<file path="config.mk">
export PLATFORM = sky130hd
export DESIGN_NAME = blm_board_interrupt_level_mapper
export DESIGN_NICKNAME = d
export VERILOG_FILES = /design/src/blm_board_interrupt_level_mapper.v /design/src/blm_sync.v
export VERILOG_INCLUDE_DIRS = /design/src /design/src/src
export SDC_FILE = /design/constraint.sdc
export NUM_CORES = 1
export LEC_CHECK = 0
export BUFFER_PORTS_ARGS = -buffer_cell sky130_fd_sc_hd__buf_2
export CORE_UTILIZATION = 39
export CTS_BUF_LIST = sky130_fd_sc_hd__clkbuf_2
export DETAILED_ROUTE_END_ITERATION = 16
export PLACE_DENSITY = 0.7
export SYNTH_ARGS = -nofsm -noshare
export SYNTH_HDL_FRONTEND = slang
export SYNTH_SLANG_ARGS = --single-unit
export TNS_END_PERCENT = 50
</file>
<file path="constraint.sdc">
create_clock -name clock -period 1.7 [get_ports clock]
set_input_delay 0 -clock clock [delete_from_list [all_inputs] [get_ports clock]]
set_output_delay 0 -clock clock [all_outputs]
set_load 0.01 [all_outputs]
</file>
<file path="src/blm_defs.vh">
`ifndef BLM_DEFS_VH
`define BLM_DEFS_VH
// ========================================
// default level of each mapped local source
`define BLM_LVL_MAILBOX 3'h6
`define BLM_LVL_MODULE0 3'h5
`define BLM_LVL_MODULE1 3'h4
`define BLM_LVL_TIMER 3'h3
`define BLM_LVL_PARALLEL 3'h2
`define BLM_LVL_SERIAL 3'h1
`define BLM_LVL_NMI 3'h7
// ========================================
// default autovector selection per mapped source, bit 0 is mailbox
`define BLM_AUTO_DEFAULT 6'h01
// ========================================
// source indices of the mapped sources
`define BLM_SRC_MAILBOX 0
`define BLM_SRC_MODULE0 1
`define BLM_SRC_MODULE1 2
`define BLM_SRC_TIMER 3
`define BLM_SRC_PARALLEL 4
`define BLM_SRC_SERIAL 5
`define BLM_NUM_MAPPED 6
`endif

</file>
<file path="src/blm_board_interrupt_level_mapper.v">
// Notes on behaviour
// - seventeen sources: 7 backplane, 9 local, NMI
// - local: powerfail, sysfail, parity, mailbox, modules, timer, ports
// - powerfail, sysfail, mailbox acknowledged on board only
// - local requests frozen during acknowledge cycle
// - powerfail, sysfail, front panel raise level 7
// - level 7 order: panel, powerfail, parity, sysfail
// - panel autovectored; errors get encoded cause vector
// - default levels mailbox..serial are 6 down to 1
// - mapped levels set by user configuration
// - mailbox autovectored; others get acknowledge strobes
// - autovector option silences that source's strobe
// - two local requests may share one level
// - active-low level outputs; local beats backplane
// - strobe when requesting and address matches level
// - two error vector bits encode the cause
`timescale 1ns/100ps
`default_nettype none
`include "blm_defs.vh"
module blm_board_interrupt_level_mapper #(
	parameter [2:0] LEVEL_MAILBOX = `BLM_LVL_MAILBOX,
	parameter [2:0] LEVEL_MODULE0 = `BLM_LVL_MODULE0,
	parameter [2:0] LEVEL_MODULE1 = `BLM_LVL_MODULE1,
	parameter [2:0] LEVEL_TIMER = `BLM_LVL_TIMER,
	parameter [2:0] LEVEL_PARALLEL = `BLM_LVL_PARALLEL,
	parameter [2:0] LEVEL_SERIAL = `BLM_LVL_SERIAL,
	parameter [5:0] AUTOVECTOR_SELECT = `BLM_AUTO_DEFAULT
) (
	input wire clock,
	input wire rst_n,
	input wire [7:1] backplaneRequest_n,
	input wire powerFailRequest_n,
	input wire systemFailRequest_n,
	input wire boardFail,
	input wire parity_error_request_n,
	input wire mailbox_request_n,
	input wire module0_request_n,
	input wire module1_request_n,
	input wire timer_request_n,
	input wire parallel_port_request_n,
	input wire serial_port_request_n,
	input wire front_panel_nmi_input_n,
	input wire power_fail_enable,
	input wire system_fail_enable,
	input wire parity_error_enable,
	input wire interruptAck,
	input wire address_strobe_in_n,
	input wire [3:1] ackAddress,
	output reg [2:0] priorityLevel_n,
	output reg autovector_output_n,
	output reg errorVectorAck_n,
	output reg [1:0] errorVector,
	output reg offBoardAck,
	output reg module0_ack_strobe_n,
	output reg module1_ack_strobe_n,
	output reg timer_ack_strobe_n,
	output reg parallel_port_ack_strobe_n,
	output reg serial_port_ack_strobe_n
);
	// ========================================
	// synchronisers
	wire [19:0] rawIn;
	wire [19:0] syncIn;
	// bit 0 is the acknowledge flag, which idles low; every other input idles high
	assign rawIn = {
		backplaneRequest_n,
		powerFailRequest_n,
		systemFailRequest_n,
		boardFail,
		parity_error_request_n,
		mailbox_request_n,
		module0_request_n,
		module1_request_n,
		timer_request_n,
		parallel_port_request_n,
		serial_port_request_n,
		front_panel_nmi_input_n,
		address_strobe_in_n,
		interruptAck
	};

	blm_sync #(.WIDTH(20), .RESET_VALUE(20'hFFFFE)) uSync (
		.clock(clock),
		.rst_n(rst_n),
		.asyncIn(rawIn),
		.syncOut(syncIn)
	);

	wire [7:1] vmeReq;
	wire powerFailLive;
	wire sysFailLive;
	wire boardFailS;
	wire parityLive;
	wire [5:0] mappedLive;
	wire panelIn;
	wire strobeS;
	wire ackS;
	assign vmeReq = ~syncIn[19:13];
	assign powerFailLive = ~syncIn[12];
	assign sysFailLive = ~syncIn[11];
	assign boardFailS = syncIn[10];
	assign parityLive = ~syncIn[9];
	// bit 0 of the mapped set is the mailbox, bit 5 the serial port
	assign mappedLive = ~{syncIn[3], syncIn[4], syncIn[5], syncIn[6], syncIn[7], syncIn[8]};
	assign panelIn = ~syncIn[2];
	assign strobeS = ~syncIn[1];
	assign ackS = syncIn[0];

	wire ackCycle;
	assign ackCycle = ackS & strobeS;

	// ========================================
	// request snapshot, frozen while acknowledging
	// system fail only counts while the board fail qualifier is high
	reg powerFail_ff;
	reg sysFail_ff;
	reg parity_ff;
	reg [5:0] mapped_ff;
	always @(posedge clock) begin
		if (!rst_n) begin
			powerFail_ff <= 1'b0;
			sysFail_ff <= 1'b0;
			parity_ff <= 1'b0;
			mapped_ff <= 6'h00;
		end else if (!ackS) begin
			powerFail_ff <= powerFailLive & power_fail_enable;
			sysFail_ff <= sysFailLive & system_fail_enable & boardFailS;
			parity_ff <= parityLive & parity_error_enable;
			mapped_ff <= mappedLive;
		end
	end

	// ========================================
	// front panel request held until its acknowledge
	reg panel_ff;
	reg autovector_output_ff;
	wire panelAcked;
	assign panelAcked = ackCycle & (ackAddress == `BLM_LVL_NMI) & autovector_output_ff;
	always @(posedge clock) begin
		if (!rst_n) begin
			panel_ff <= 1'b0;
		end else if (panelIn) begin
			panel_ff <= 1'b1;
		end else if (panelAcked) begin
			panel_ff <= 1'b0;
		end
	end

	// ========================================
	// level mapping
	wire [17:0] levelMap;
	assign levelMap = {LEVEL_SERIAL, LEVEL_PARALLEL, LEVEL_TIMER, LEVEL_MODULE1,
		LEVEL_MODULE0, LEVEL_MAILBOX};

	function [2:0] levelOf;
		input [17:0] map;
		input integer idx;
		begin
			levelOf = map[idx*3 +: 3];
		end
	endfunction

	// a level of zero never matches, so such a source stays silent
	function levelMatch;
		input [2:0] addr;
		input [2:0] lvl;
		begin
			levelMatch = (lvl != 3'h0) && (addr == lvl);
		end
	endfunction

	reg [7:1] localLevel;
	reg [2:0] highest;
	integer i;
	integer j;
	wire level7Local;
	assign level7Local = powerFail_ff | sysFail_ff | parity_ff | panel_ff;

	always @* begin
		localLevel = 7'h00;
		highest = 3'h0;
		for (i = 0; i < `BLM_NUM_MAPPED; i = i + 1) begin
			if (mapped_ff[i] && levelOf(levelMap, i) != 3'h0) begin
				localLevel[levelOf(levelMap, i)] = 1'b1;
			end
		end
		localLevel[7] = localLevel[7] | level7Local;
		for (i = 1; i <= 7; i = i + 1) begin
			if (localLevel[i] || vmeReq[i]) begin
				highest = i[2:0];
			end
		end
	end

	// ========================================
	// acknowledge decode
	reg [5:0] nxt_strobe;
	reg nxt_offBoard;
	reg nxt_autoHit;
	wire level7Hit;
	wire anyError;
	wire errorHit;
	assign level7Hit = ackCycle & levelMatch(ackAddress, `BLM_LVL_NMI);
	assign anyError = powerFail_ff | sysFail_ff | parity_ff;
	// a panel autovector already given blocks a second answer in the same cycle
	assign errorHit = level7Hit & ~panel_ff & ~autovector_output_ff & anyError;

	always @* begin
		nxt_strobe = 6'h00;
		nxt_autoHit = level7Hit & panel_ff;
		nxt_offBoard = 1'b0;
		if (ackCycle) begin
			for (j = 0; j < `BLM_NUM_MAPPED; j = j + 1) begin
				if (mapped_ff[j] && levelMatch(ackAddress, levelOf(levelMap, j))) begin
					if (AUTOVECTOR_SELECT[j]) begin
						nxt_autoHit = 1'b1;
					end else begin
						nxt_strobe[j] = 1'b1;
					end
				end
			end
		end
		// backplane cycle only for levels no local source claims
		if (ackCycle && ackAddress != 3'h0) begin
			if (vmeReq[ackAddress] && !localLevel[ackAddress]) begin
				nxt_offBoard = 1'b1;
			end
		end
	end

	// ========================================
	// autovector, held until the strobe negates
	always @(posedge clock) begin
		if (!rst_n) begin
			autovector_output_ff <= 1'b0;
			autovector_output_n <= 1'b1;
		end else if (nxt_autoHit) begin
			autovector_output_ff <= 1'b1;
			autovector_output_n <= 1'b0;
		end else if (!strobeS) begin
			autovector_output_ff <= 1'b0;
			autovector_output_n <= 1'b1;
		end
	end

	// ========================================
	// priority level
	always @(posedge clock) begin
		if (!rst_n) begin
			priorityLevel_n <= 3'h7;
		end else begin
			priorityLevel_n <= ~highest;
		end
	end

	// ========================================
	// error cause bits from the enabled snapshot
	wire [1:0] errCause;
	assign errCause[0] = powerFail_ff | parity_ff;
	assign errCause[1] = powerFail_ff | (sysFail_ff & ~parity_ff);

	// ========================================
	// error vector and its acknowledge
	always @(posedge clock) begin
		if (!rst_n) begin
			errorVectorAck_n <= 1'b1;
			errorVector <= 2'h0;
		end else begin
			errorVectorAck_n <= ~errorHit;
			errorVector <= errCause;
		end
	end

	// ========================================
	// backplane acknowledge
	always @(posedge clock) begin
		if (!rst_n) begin
			offBoardAck <= 1'b0;
		end else begin
			offBoardAck <= nxt_offBoard & ~nxt_autoHit & ~errorHit;
		end
	end

	// ========================================
	// per-source acknowledge strobes
	always @(posedge clock) begin
		if (!rst_n) begin
			module0_ack_strobe_n <= 1'b1;
			module1_ack_strobe_n <= 1'b1;
			timer_ack_strobe_n <= 1'b1;
			parallel_port_ack_strobe_n <= 1'b1;
			serial_port_ack_strobe_n <= 1'b1;
		end else begin
			module0_ack_strobe_n <= ~nxt_strobe[`BLM_SRC_MODULE0];
			module1_ack_strobe_n <= ~nxt_strobe[`BLM_SRC_MODULE1];
			timer_ack_strobe_n <= ~nxt_strobe[`BLM_SRC_TIMER];
			parallel_port_ack_strobe_n <= ~nxt_strobe[`BLM_SRC_PARALLEL];
			serial_port_ack_strobe_n <= ~nxt_strobe[`BLM_SRC_SERIAL];
		end
	end
endmodule // blm_board_interrupt_level_mapper
`default_nettype wire

</file>
<file path="src/blm_sync.v">
`timescale 1ns/100ps
`default_nettype none
// ========================================
// two-stage synchroniser for a bus of levels
module blm_sync #(
	parameter WIDTH = 1,
	parameter [WIDTH-1:0] RESET_VALUE = {WIDTH{1'b0}}
) (
	input wire clock,
	input wire rst_n,
	input wire [WIDTH-1:0] asyncIn,
	output wire [WIDTH-1:0] syncOut
);
	reg [WIDTH-1:0] stage1_ff;
	reg [WIDTH-1:0] stage2_ff;

	always @(posedge clock) begin
		if (!rst_n) begin
			stage1_ff <= RESET_VALUE;
			stage2_ff <= RESET_VALUE;
		end else begin
			stage1_ff <= asyncIn;
			stage2_ff <= stage1_ff;
		end
	end

	assign syncOut = stage2_ff;
endmodule // blm_sync
`default_nettype wire

</file>
==> impl_summary.md <==
Status
The run finished with clean final reports.

Route
In the routed design, unresolved DRC markers number 0. In this run the remaining antenna-violating nets after routing total 0. The routed layout has 1570 vias. In the final routed layout, each cell accounts on average for 10.7 µm.

The starting DRC count in detailed routing is 87. The overall routed net length is 3.76 mm. The first-pass iteration count of the detailed router is 5. The detailed-route vias per instance is 4.47.

Pwr
The total power draw is 2.63 mW. Power spread over the standard cell area amounts to 949 mW/mm². The power spent charging and discharging nets is 596 µW. The internal power is 2.04 mW. The fraction of power consumed by combinational cells is 8.1%.

Net switching is 22.7% of the power. The share of total power in the clock network is 31.8%. VDD sags by at most 0.000558 V. The fraction of power consumed by sequential logic is 60.1%. The analysis attributes to cell leakage a power of 1.13 nW.

Finish
The number of antenna diodes in the final layout is 0. In the final layout, the share of cells above drive strength 1 is 22.1%. The count of nets after finishing is 304. The area of combinational cells with multiple inputs is 772 µm². The area growth from synthesis to layout is 31.7%.

The layout has 487 filler cells. In the final layout, flip-flops and latches occupy 0.00128 mm².

Global route
The largest net degree at the start of global routing is 59. The wire length of the first global-routing pass is 6.08 mm. The initial antenna violation count is 0. The final global-route overflow total is 0. The number of global-route vias before repair is 1397. The global router's overall resource usage is 15.2%.

Yosys
The net count of the mapped netlist is 232. The number of warning messages in the yosys log is 0. The xor/xnor share of the synthesized area is 0%. The synthesized netlist devotes 27.4% of its cell area to simple gates. After synthesis the netlist holds a flip-flop and latch count of 64. After synthesis the cells add up to 0.00211 mm². The cell count after synthesis is 204. The number of unique standard cell types used by synthesis is 31.

After synthesis, the mean cell area works out to 10.3 µm². The synthesized netlist devotes 9.03% of its cell area to compound gates. The sequential cell area fraction in the yosys report is 60.8%. Of the total synthesized cell area, the portion taken by full adders, half adders and majority gates is 0%. The mux cell area share after synthesis is 0%.

After synthesis, the largest family of logic cells by area is simple AND/OR/NAND/NOR gates.

STA
Summed over all failing endpoints, the final setup total negative slack is 0 ps. Setup violations remaining at the end of the flow were counted as 0. On the final layout, the worst clock skew is 20.1 ps. Setup repair after global routing left no endpoint under its margin. The number of failing hold endpoints at the final stage is 0. The final-report max-slew violation count was 0.

The worst pin sits at a relative slew slack of 65.9%. Dividing the final minimum period by the clock period gives 90.7%. The highest clock rate is 648 MHz. The worst-margin pin slew is 511 ps.

Hold timing on the final database bottoms out at a slack of 239 ps. The shortest period the worst path allows is 1540 ps.

Clocking
The root buffer selected by CTS is clkbuf_2. Counting every sink on the clock net gives 64. The register clock-pin slew on the reported worst setup and hold paths is 160 ps. The insertion delay of the later-clocked pin in the worst-skew pair is 460 ps. TritonCTS created 9 clock buffers.

TritonCTS built the clock tree. The deepest level of the CTS H-tree is 3. The maximum buffer depth of the clock tree is 2.

Floorplanning
The effective utilization at floorplan is 41.0%. The floorplan step defined a core boundary enclosing 0.00514 mm². In this run the horizontal extent of the chip is 75.5 µm. Pin placement for this block handled 41 I/O pins. The number of placement rows is 26. The die is 75.5 µm tall. The full die area is 0.00570 mm².

Critical path
Grouping stages by cell kind, the critical path spends the most delay in buffers and inverters. For this design, the slowest cell found on the critical path is dlygate4sd3_1. For the worst setup path, the data required time is 2050 ps. The worst setup path is of the reg -> reg kind. STA classifies the critical path startpoint as a flip-flop. The number of buffers and inverters on the critical path is 1. On the worst path, the slowest cell contributes a delay of 590 ps.

Along the worst path, the maximum fanout reaches 4. The kind of end point of the critical path is a flip-flop. The critical path goes through nand3b_1 -> nor2_1 -> dlygate4sd3_1 -> nand4b_1. For the worst setup path, the data arrival time is 1900 ps.

Placement
Input and output buffers added on the ports amount to 40. Routability-driven placement finished with a final weighted congestion of 0.875. Once detailed placement completed, the half-perimeter wirelength came to 2.32 mm.

Worst hold path
The min-delay analysis places its worst path in the category in -> reg.

Flow run
The tool flagged a number of max-cap violations equal to 0.
[registers in the layout (all words and copies together), names as in the netlist, 2 cells and up]
signal / count
uSync.stage1_ff: 20
uSync.syncOut: 20
mapped_ff: 6
priorityLevel_n: 3
errorVector: 2
[cells in the mapped netlist (all sizes together)]
master	instances	area, µm²
a21boi	2	15.0
nor2	7	26.3
nor3b	3	22.5
and2	9	56.3
a31oi	1	6.26
buf	3	15.0
o22ai	1	6.26
nand4b	2	17.5
nor3	3	15.0
o31ai	1	7.51
a211oi	3	22.5
or3	2	12.5
a31o	1	8.76
clkbuf	8	31.3
nand2b	41	257
inv	3	11.3
or2	1	6.26
nand3b	2	15.0
a21oi	3	15.0
nor4	2	27.5
nand3	3	15.0
nand4	2	12.5
dfxtp	64	1280
nor2b	9	56.3
o21ai	14	70.1
o21a	2	15.0
a2111oi	1	15.0
nand2	10	37.5
a32oi	1	8.76
[layout by cell type, fill, tap and decap left out, drive strengths merged, types with 3 or more instances in the layout]
| cell type | netlist | final |
|---|---|---|
| dfxtp | 64 | 64 |
| buf | 3 | 42 |
| nand2b | 41 | 41 |
| dlygate4sd3 | 0 | 30 |
| o21ai | 14 | 14 |
| clkbuf | 8 | 12 |
| nand2 | 10 | 10 |
| and2 | 9 | 9 |
| nor2b | 9 | 9 |
| nor2 | 7 | 7 |
| nand3 | 3 | 3 |
| a21oi | 3 | 3 |
| nor3 | 3 | 3 |
| inv | 3 | 3 |
| a211oi | 3 | 3 |
| clkinv | 0 | 3 |
| nor3b | 3 | 3 |
[power groups by stage]
| stage | clock network (mW) | logic [mW] | registers, mW |
|---|---|---|---|
| 6_report | 0.838 | 0.212 | 1.58 |
| 3_5_place_dp | 0 | 0.164 | 1.62 |
| 3_3_place_gp | 0 | 0.163 | 1.61 |
| 4_1_cts | 0.881 | 0.212 | 1.58 |
| 2_1_floorplan | 0 | 0.105 | 1.61 |
| 5_1_grt | 0.946 | 0.238 | 1.59 |
[logic make-up (layout without fill, tap and decap cells)]
| family | after synthesis | in the layout |
|---|---|---|
| buffers and inverters | 14 | 91 |
| DFF | 64 | 64 |
| and+or+nand+nor | 96 | 96 |
| AOI/OAI and AO/OA | 30 | 30 |
[metrics by stage]
step / instances / worst slack, ps / utilization, % / instance area, µm²
2_1_floorplan: 204 / 322 / - / 2110
3_3_place_gp: 305 / 269 / 46.0 / 2360
3_5_place_dp: 305 / 204 / 46.0 / 2360
4_1_cts: 351 / 154 / 53.8 / 2770
5_1_grt: 351 / 42.0 / 53.9 / 2770
6_report: 351 / 157 / 53.9 / 2770
[layer usage]
metal | GRT usage (%) | share of wire [%] | wire length (µm)
met1 | 17.3 | 48 | 1810
met5 | 0 | 0 | 0
met4 | 8.23 | 1.1 | 43
met3 | 7.80 | 5.5 | 208
met2 | 23.1 | 45 | 1700
[tightest hold or removal path, stage by stage]
cell           delay [ps]
dlygate4sd3_1         520
buf_2                  90
nand2b_1               80
[what timing repair did]
action	CTS	global route
endpoints found under the hold margin	30	0
setup buffers	0	0
resized for setup	0	1
endpoints found under the setup margin	0	1
hold buffers	30	0
[worst paths after layout]
| path | start | endpoint | slack, ps | cells past startpoint |
|---|---|---|---|---|
| worst max-delay path | uSync.syncOut[1] | serial_port_ack_strobe_n | 160 | 4 |
| worst min-delay path | powerFailRequest_n | uSync.stage1_ff[12] | 240 | 3 |
| worst max register to register | uSync.syncOut[1] | serial_port_ack_strobe_n | 160 | 4 |
| worst min register to register | uSync.stage1_ff[4] | uSync.syncOut[4] | 410 | 1 |
[area by class of cell]
class                      count  share of cell area, %
sequential                    64                   46.2
tap                           70                   3.16
clock inverter                 4                   1.62
timing repair buffer          72                   18.6
clock buffer                  12                   2.17
multi-input combinational    126                   27.8
inverter                       3                  0.406
No activity file was read; power rests on OpenSTA's default activity.
